## src/pkg/tml_pkg.sv

```systemverilog
package tml_pkg;
    // default shape of one lookup engine
    localparam int TML_KEY_W = 32;
    localparam int TML_PAY_W = 16;
    localparam int TML_DEPTH = 16;
    localparam int TML_USE_USE_BLOCK_MEMORY = 0;
    localparam int TML_RNG_CNT = 1;
    localparam int TML_RNG_W = 16;
    localparam int TML_RNG_POS = 0;
    // reset must be held this long so the pipeline drains
    localparam int TML_RST_MIN_CYC = 100;
    // request to buffer entry, in cycles of advance
    localparam int TML_PIPE_DEPTH = 3;
    // result buffer occupancy codes
    localparam logic [1:0] TML_CNT_ZERO = 2'h0;
    localparam logic [1:0] TML_CNT_ONE = 2'h1;
    localparam logic [1:0] TML_BUF_FULL = 2'h2;
endpackage

```

## src/hdl/tml_lookup.sv

```systemverilog
`timescale 1ns/1ps
// Summary of operation
// - core reset synchronous active high, held at least 100 cycles
// - requests sampled and results driven on the core clock
// - fully pipelined, a new request may enter every cycle
// - result_strobe follows its request after a fixed pipeline depth
// - one result cycle per request, echoing the accepted key
// - result_hit set on any match, with the entry payload
// - matching entry address shown with result_strobe
// - on a miss payload and index carry no meaning
// - lowest matching address wins, with its payload
// - key, payload and depth are compile-time parameters
// - use_block_memory picks distributed or block payload storage
// - zero to two range subfields; zero means pure ternary
// - range width 2 to 16 bits, shared by both subfields
// - range subfields adjacent, second above first, from range_field_position
// - range data is lower bound, range mask is upper bound
// - result_entry_index is log2 of depth bits wide
module tml_lookup import tml_pkg::*; #(
    parameter int search_width_param = TML_KEY_W,
    parameter int payload_size_param = TML_PAY_W,
    parameter int entry_count_param = TML_DEPTH,
    parameter int use_block_memory = TML_USE_USE_BLOCK_MEMORY,
    parameter int range_field_count = TML_RNG_CNT,
    parameter int range_field_width = TML_RNG_W,
    parameter int range_field_position = TML_RNG_POS,
    localparam int K = search_width_param,
    localparam int V = payload_size_param,
    localparam int D = entry_count_param,
    localparam int IW = (D > 1) ? $clog2(D) : 1
) (
    input wire logic mclk,
    input wire logic sys_rst,
    input wire logic ce,
    input wire logic query_strobe,
    input wire logic [K-1:0] query_key,
    output logic query_ready,
    input wire logic result_ready,
    output logic result_strobe,
    output logic [K-1:0] result_key_echo,
    output logic result_hit,
    output logic result_match_flag,
    output logic [IW-1:0] result_entry_index,
    output logic [V-1:0] result_payload,
    input wire logic prog_en,
    input wire logic [IW-1:0] prog_addr,
    input wire logic prog_valid,
    input wire logic [K-1:0] prog_data,
    input wire logic [K-1:0] prog_mask,
    input wire logic [V-1:0] prog_payload
);

    // key bits that take part in range compares rather than ternary compares
    localparam logic [K-1:0] RNG_BITS =
        (~({K{1'b1}} << (range_field_count * range_field_width))) << range_field_position;
    localparam int RP0 = range_field_position;
    localparam int RP1 = range_field_position + range_field_width;
    localparam int RW = range_field_width;

    typedef struct packed {
        logic [K-1:0] key;
        logic hit;
        logic [IW-1:0] idx;
        logic [V-1:0] pay;
    } tml_rslt_t;

    // entry store: data and mask in flops so every entry compares in parallel
    logic [K-1:0] ent_data_q [D];
    logic [K-1:0] ent_mask_q [D];
    logic [D-1:0] ent_vld_q;

    logic adv;
    logic v1_q, v1_d, v2_q, v2_d, v3_q, v3_d;
    logic [K-1:0] key1_q, key1_d, key2_q, key2_d, key3_q, key3_d;
    logic [D-1:0] mvec_d, mvec_q;
    logic hit3_q, hit3_d;
    logic [IW-1:0] idx3_q, idx3_d;
    logic pe_hit;
    logic [IW-1:0] pe_idx;
    logic [V-1:0] pay_s3;

    tml_rslt_t buf_q [2];
    tml_rslt_t buf_d [2];
    logic wp_q, wp_d, rp_q, rp_d;
    logic [1:0] cnt_q, cnt_d;
    logic push, pop;

    // the pipe waits when ce is low or the result buffer is full; with result_ready held high the buffer never fills
    assign adv = ce && (cnt_q != TML_BUF_FULL);
    assign query_ready = adv;

    // entry writes; valid bits clear under reset so no stale entry can hit
    always_ff @(posedge mclk) begin
        if (sys_rst) begin
            ent_vld_q <= '0;
        end else if (ce && prog_en && (int'(prog_addr) < D)) begin
            ent_vld_q[prog_addr] <= prog_valid;
        end
        if (ce && prog_en && (int'(prog_addr) < D)) begin
            ent_data_q[prog_addr] <= prog_data;
            ent_mask_q[prog_addr] <= prog_mask;
        end
    end

    // one comparator per entry, fed from stage one so the match vector sits beside
    // the stage-two key and the encoded verdict lands beside the stage-three key
    for (genvar e = 0; e < D; e++) begin : g_ent
        logic r0_ok;
        logic r1_ok;
        logic tern_ok;
        // mask bit high means the key bit is ignored
        assign tern_ok = ((key1_q ^ ent_data_q[e]) & ~ent_mask_q[e] & ~RNG_BITS) == '0;
        if (range_field_count > 0) begin : g_r0
            // data holds the lower bound, mask the upper bound
            assign r0_ok = (key1_q[RP0 +: RW] >= ent_data_q[e][RP0 +: RW]) &&
                           (key1_q[RP0 +: RW] <= ent_mask_q[e][RP0 +: RW]);
        end else begin : g_nr0
            assign r0_ok = 1'b1;
        end
        if (range_field_count > 1) begin : g_r1
            assign r1_ok = (key1_q[RP1 +: RW] >= ent_data_q[e][RP1 +: RW]) &&
                           (key1_q[RP1 +: RW] <= ent_mask_q[e][RP1 +: RW]);
        end else begin : g_nr1
            assign r1_ok = 1'b1;
        end
        assign mvec_d[e] = ent_vld_q[e] && tern_ok && r0_ok && r1_ok;
    end

    // priority encoder: walk downward so the lowest set index is the last write
    always_comb begin
        pe_hit = 1'b0;
        pe_idx = '0;
        for (int i = D - 1; i >= 0; i--) begin
            if (mvec_q[i]) begin
                pe_hit = 1'b1;
                pe_idx = IW'(i);
            end
        end
    end

    // payload storage style; both styles give the same latency
    if (use_block_memory != 0) begin : g_use_block_memory
        logic [V-1:0] pay_mem [D];
        logic [V-1:0] pay_rd_q;
        // synchronous read fits a block memory port
        always_ff @(posedge mclk) begin
            if (ce && prog_en && (int'(prog_addr) < D)) begin
                pay_mem[prog_addr] <= prog_payload;
            end
            if (adv) begin
                pay_rd_q <= pay_mem[pe_idx];
            end
        end
        assign pay_s3 = pay_rd_q;
    end else begin : g_lut
        logic [V-1:0] pay_mem [D];
        // asynchronous read maps to distributed memory
        always_ff @(posedge mclk) begin
            if (ce && prog_en && (int'(prog_addr) < D)) begin
                pay_mem[prog_addr] <= prog_payload;
            end
        end
        assign pay_s3 = pay_mem[idx3_q];
    end

    // pipeline next state: sample, compare, encode
    always_comb begin
        v1_d = v1_q;
        key1_d = key1_q;
        v2_d = v2_q;
        key2_d = key2_q;
        v3_d = v3_q;
        key3_d = key3_q;
        hit3_d = hit3_q;
        idx3_d = idx3_q;
        if (adv) begin
            v1_d = query_strobe;
            key1_d = query_key;
            v2_d = v1_q;
            key2_d = key1_q;
            v3_d = v2_q;
            key3_d = key2_q;
            hit3_d = pe_hit;
            idx3_d = pe_idx;
        end
    end

    // pipeline registers; reset clears the valid chain, keys, match vector and verdict
    always_ff @(posedge mclk) begin
        if (sys_rst) begin
            v1_q <= 1'b0;
            v2_q <= 1'b0;
            v3_q <= 1'b0;
            key1_q <= '0;
            key2_q <= '0;
            key3_q <= '0;
            mvec_q <= '0;
            hit3_q <= 1'b0;
            idx3_q <= '0;
        end else begin
            v1_q <= v1_d;
            v2_q <= v2_d;
            v3_q <= v3_d;
            key1_q <= key1_d;
            key2_q <= key2_d;
            key3_q <= key3_d;
            mvec_q <= adv ? mvec_d : mvec_q;
            hit3_q <= hit3_d;
            idx3_q <= idx3_d;
        end
    end

    // two-entry result buffer: a receiver stall holds the pipe instead of losing a result
    assign push = adv && v3_q;
    assign pop = ce && (cnt_q != TML_CNT_ZERO) && result_ready;

    always_comb begin
        buf_d = buf_q;
        wp_d = wp_q;
        rp_d = rp_q;
        cnt_d = cnt_q;
        if (push) begin
            buf_d[wp_q] = '{key: key3_q, hit: hit3_q, idx: idx3_q, pay: pay_s3};
            wp_d = ~wp_q;
        end
        if (pop) begin
            rp_d = ~rp_q;
        end
        if (push && !pop) begin
            cnt_d = cnt_q + TML_CNT_ONE;
        end else if (pop && !push) begin
            cnt_d = cnt_q - TML_CNT_ONE;
        end
    end

    always_ff @(posedge mclk) begin
        if (sys_rst) begin
            buf_q[0] <= '0;
            buf_q[1] <= '0;
            wp_q <= 1'b0;
            rp_q <= 1'b0;
            cnt_q <= TML_CNT_ZERO;
        end else begin
            buf_q <= buf_d;
            wp_q <= wp_d;
            rp_q <= rp_d;
            cnt_q <= cnt_d;
        end
    end

    // result port; on a miss the encoder gives index 0, so the payload is that of entry 0
    assign result_strobe = (cnt_q != TML_CNT_ZERO);
    assign result_key_echo = buf_q[rp_q].key;
    assign result_hit = buf_q[rp_q].hit;
    assign result_match_flag = buf_q[rp_q].hit;
    assign result_entry_index = buf_q[rp_q].idx;
    assign result_payload = buf_q[rp_q].pay;

    // helper: match vector that produced the stage-3 verdict
    logic [D-1:0] mvec3_h;
    always_ff @(posedge mclk) begin
        if (sys_rst) begin
            mvec3_h <= '0;
        end else if (adv) begin
            mvec3_h <= mvec_q;
        end
    end

    AST_LATENCY: assert property (@(posedge mclk) disable iff (sys_rst)
        (adv && query_strobe) ##1 adv ##1 adv |=> v3_q)
        else $error("result not ready three advances after request");

    AST_ECHO_KEY: assert property (@(posedge mclk) disable iff (sys_rst)
        (adv && query_strobe) ##1 adv ##1 adv |=> (key3_q == $past(query_key, 3)))
        else $error("echoed key differs from accepted key");

    AST_HIT_ANY: assert property (@(posedge mclk) disable iff (sys_rst)
        adv |=> (hit3_q == (|$past(mvec_q))))
        else $error("hit flag disagrees with match vector");

    AST_INDEX_SET: assert property (@(posedge mclk) disable iff (sys_rst)
        hit3_q |-> mvec3_h[idx3_q])
        else $error("reported index is not a matching entry");

    AST_LOWEST_WINS: assert property (@(posedge mclk) disable iff (sys_rst)
        hit3_q |-> ((mvec3_h & ~({D{1'b1}} << idx3_q)) == '0))
        else $error("a lower matching entry was passed over");

    AST_MISS_EMPTY: assert property (@(posedge mclk) disable iff (sys_rst)
        (v3_q && !hit3_q) |-> (mvec3_h == '0))
        else $error("miss reported although an entry matched");

    AST_RESET_QUIET: assert property (@(posedge mclk)
        sys_rst |=> (!result_strobe && !v1_q && !v3_q))
        else $error("pipeline not cleared by reset");

    AST_NO_STALL: assert property (@(posedge mclk) disable iff (sys_rst)
        (ce && $past(ce) && $past(result_ready) && result_ready) |-> query_ready)
        else $error("request refused while receiver is ready");

    AST_BUF_BOUND: assert property (@(posedge mclk) disable iff (sys_rst)
        (cnt_q == TML_BUF_FULL) |-> !push)
        else $error("push into full result buffer");

    CVR_HIT: cover property (@(posedge mclk) disable iff (sys_rst) result_strobe && result_hit);
    CVR_MISS: cover property (@(posedge mclk) disable iff (sys_rst) result_strobe && !result_hit);
    CVR_BACK2BACK: cover property (@(posedge mclk) disable iff (sys_rst) result_strobe [*3]);
    CVR_FULL: cover property (@(posedge mclk) disable iff (sys_rst) cnt_q == TML_BUF_FULL);

endmodule // tml_lookup

```

## config.mk

```make
export PLATFORM = sky130hd
export DESIGN_NAME = tml_lookup
export DESIGN_NICKNAME = d
export VERILOG_FILES = /design/src/pkg/tml_pkg.sv /design/src/hdl/tml_lookup.sv
export SDC_FILE = /design/constraint.sdc
export NUM_CORES = 2
export LEC_CHECK = 0
export BUFFER_PORTS_ARGS = -buffer_cell sky130_fd_sc_hd__buf_4
export CAP_MARGIN = 15
export CORE_MARGIN = 5
export CORE_UTILIZATION = 40
export CTS_CLUSTER_SIZE = 16
export DETAILED_ROUTE_END_ITERATION = 10
export GPL_TIMING_DRIVEN = 0
export PLACE_DENSITY = 0.54
export SYNTH_ARGS = -nofsm -noshare
export SYNTH_HDL_FRONTEND = slang
export SYNTH_SLANG_ARGS = --single-unit
```

## constraint.sdc

```tcl
create_clock -name mclk -period 11 [get_ports mclk]
set_input_delay 2.2 -clock mclk [delete_from_list [all_inputs] [get_ports mclk]]
set_output_delay 2.2 -clock mclk [all_outputs]
set_load 0.01 [all_outputs]
```

==> results.py <==
metrics = {
    "run_status": {
        "status": "finished, final reports clean",
    },
    "yosys": {
        "syn_area_sq_um": 65670,
        "synth_nets": 5280,
        "synth_seq_cells": 1530,
        "syn-instance-count": 4644,
        "synth_edf_count": 1280,
        "yosys_most_used_dff": "edfxtp_1",
        "synthDistinctLibCells": 65,
        "ys_async_sr_fraction": 0,
        "yosys_warnings": 0,
        "synth_area_leader_cell": "edfxtp_1",
        "ys_top_cells_by_area": "edfxtp_1, ha_1, dfxtp_1",
        "ys_seq_area_frac": 0.6615,
        "syn_area_per_cell_sq_um": 14.14,
        "synth_top_area_frac": 0.5853,
    },
    "grt": {
        "grt_pass1_vias": 38053,
        "grt_util_all_layers": 0.2109,
        "grt_max_degree": 35,
        "grt_first_pass_wirelength_mm": 265.7,
        "grt-ovfl-total": 0,
        "antenna_found_initial": 12,
    },
    "sta": {
        "finalCriticalPeriod_ns": 6.101,
        "slew_headroom": 0.1811,
        "setup_viol": 0,
        "fin_hold_ws_ns": 0.4446,
        "drv_slew": 0,
        "fmax_ghz": 0.1639,
        "rsz0062_at_grt": "false",
        "hold_viol_final": 0,
        "tightest_slew_ns": 1.228,
        "finalCritPeriodShare": 0.5546,
        "fin_skew_ns": 0.06758,
    },
    "setup_path": {
        "cp.arrival_ns": 3.90,
        "ff2ff_path_depth": 7,
        "critPathTopFamily": "buffers and inverters",
        "crit_required_ns": 8.80,
        "crit_cells": 5,
        "cpPeakStageDelay_ns": 0.45,
        "start_kind": "input pin",
        "crit_path_end_kind": "output pin",
        "path_class": "input pin to output pin",
        "cpMostUsedCell": "clkbuf_1",
        "path_max_fanout": 10,
        "worst-path-buf-inv": 4,
        "slowest_stage": "clkbuf_1",
        "worstPathCellList": "clkbuf_1, nand2_1, inv_2, clkbuf_1, buf_4",
    },
    "clock_tree": {
        "cts-resized-gates": 0,
        "postCtsHoldBufs": 0,
        "clock_sinks": 1530,
        "h-tree-depth": 4,
        "clock_path_buffers": 3,
        "clockRootBuffer": "clkbuf_16",
        "post_cts_buffers": 0,
        "clkTransAtPathRegs_ns": 0.06,
        "cts_buffers": 165,
        "tritoncts": "yes",
        "insertion_delay_ns": 0.79,
    },
    "power": {
        "max-vdd-ir-drop_mv": 0.1444,
        "power_density_nw_per_um2": 163.5,
        "fin_total_pwr_mw": 12.53,
        "p_leak_nw": 28.59,
    },
    "floorplanning": {
        "io_pins": 179,
        "start_util": 0.4030,
        "rows": 148,
        "die_w_um": 415.2,
        "die-area_sq_um": 172400,
        "die_h_um": 415.2,
        "core-area_sq_um": 163000,
    },
    "route": {
        "first_iter_violations": 3479,
        "vias": 39214,
        "drc_errors": 0,
        "drt-vias-per-instance": 5.306,
        "avgRoutedWirePerCell_um": 25.02,
        "first_pass_iters": 6,
        "wirelength_mm": 184.9,
        "drtAntennaViolNets": 0,
    },
    "placement": {
        "dp.cells": 7088,
        "placed_area_sq_um": 71350,
        "portBuffers": 176,
        "routabilityCongestion": 0.7945,
        "hpwl_mm": 124.5,
    },
    "cells_and_area": {
        "seq_area_sq_um": 43460,
        "design_area_sq_um": 76660,
        "final_cells": 7390,
        "final_nets": 5716,
        "n_fill_cell": 14400,
        "fin_util": 0.4704,
        "multi_input_area_sq_um": 19880,
        "area_growth_pct": 16.74,
        "drive_above_1_share": 0.1350,
    },
    "min_path": {
        "holdPathStages": 2,
        "min_path_type": "register to register",
    },
    "flow_run": {
        "maxCapViolations": 0,
    },
}
logic make-up after synthesis:
group | Yosys count | share of synthesized area
buf+inv | 618 | 0.03759
xor+xnor | 259 | 0.03454
flops | 1530 | 0.6615
compound gates | 801 | 0.07516
fa+ha+maj | 513 | 0.09774
simple gates | 786 | 0.05461
mux | 137 | 0.03885
power by group:
group / switching [mW] / total [mW] / internal (mW)
clock network: 2.34 / 5.44 / 3.10
registers: 0.0509 / 6.40 / 6.35
logic: 0.461 / 0.698 / 0.237
state kept, by name, indices dropped and copies added (netlist names), named ones only:
name,count
key3_q,32
v2_q,1
ent_vld_q,16
cnt_q,2
idx3_q,4
wp_q,1
rp_q,1
mvec_q,16
g_lut.pay_mem,256
ent_data_q,512
ent_mask_q,512
key1_q,32
hit3_q,1
buf_q,106
v3_q,1
key2_q,32
v1_q,1
layer usage:
metal  track usage  up-vias  share of wire
li1              -    18131              -
met1        0.2946    19871           0.45
met2        0.3473      994           0.48
met3       0.03407      214          0.055
met4       0.04979        4          0.021
met5             0        -        0.00015
worst paths after layout:
path / from / endpoint / slack, ns
min: key2_q[8] / key3_q[8] / 0.44
min reg2reg: key2_q[8] / key3_q[8] / 0.44
max: ce / query_ready / 4.90
max reg2reg: key1_q[9] / mvec_q[6] / 7.39
per-stage QoR:
stage / worst slack (ns) / TNS, ns
floorplan: 1.851 / 0
global placement: -4.273 / -1213.90
detailed placement: 4.767 / 0
CTS: 4.759 / 0
global route: 4.764 / 0
finish: 4.899 / 0
synthesized netlist by cell type (5+ instances only):
cell type	count
nor2b_1	24
xnor2_1	256
o22ai_1	102
inv_1	490
dfxtp_1	250
a211oi_1	32
nand2b_1	5
buf_6	9
buf_1	9
a221oi_1	10
o211ai_1	48
o2111ai_1	8
mux2_2	53
buf_2	46
mux4_2	50
buf_4	5
o221ai_1	7
a21boi_0	7
nor3b_1	5
o21a_1	10
nand2_1	407
a21oi_1	358
a2111oi_0	7
clkbuf_1	57
o21ai_0	87
edfxtp_1	1280
mux4_1	30
a21o_1	30
nand3_1	43
or4_1	10
nor3_1	30
nor4_1	41
nor2_1	110
ha_1	513
and4_1	6
nand4_1	88
a22o_1	62
area by class of cell:
cell class                 count  area share
clock buffer                 227     0.05913
buffer                       127    0.008161
clock inverter                73     0.01002
inverter                     491     0.02404
timing repair buffer         269     0.03680
antenna                        2  0.00006528
tap                         2175     0.03550
multi-input combinational   2496      0.2593
sequential                  1530      0.5669
worst reg2reg max path, delay by kind of cell (launching register included):
family / cells / cell delay (ns)
and+or+nand+nor: 1 / 0.06
AOI/OAI and AO/OA: 5 / 2.32
DFF: 1 / 0.71
adders and majority gates: 1 / 0.36
cell usage in the layout (no fill, tap or decap), types with 10 or more instances in the layout:
| cell | instances |
|---|---|
| nand3_1 | 43 |
| inv_1 | 489 |
| nor3_1 | 26 |
| buf_12 | 48 |
| dfxtp_2 | 14 |
| nor2_4 | 12 |
| or4_1 | 10 |
| a211oi_1 | 32 |
| ha_1 | 513 |
| a21oi_1 | 357 |
| o22ai_1 | 102 |
| buf_2 | 48 |
| mux4_2 | 50 |
| o21a_1 | 10 |
| nor2b_1 | 24 |
| clkbuf_16 | 166 |
| buf_6 | 38 |
| dfxtp_1 | 235 |
| a21o_1 | 30 |
| xnor2_1 | 256 |
| mux2_2 | 53 |
| nand2_1 | 407 |
| clkbuf_8 | 15 |
| nor4_1 | 40 |
| o211ai_1 | 48 |
| buf_4 | 187 |
| a22o_1 | 62 |
| clkbuf_1 | 103 |
| nor2_1 | 98 |
| nand4_1 | 88 |
| edfxtp_1 | 1280 |
| clkinv_1 | 27 |
| o21ai_0 | 87 |
| a221oi_1 | 10 |
| mux4_1 | 30 |
| clkinv_2 | 18 |
(Power assumes the default switching activity.)
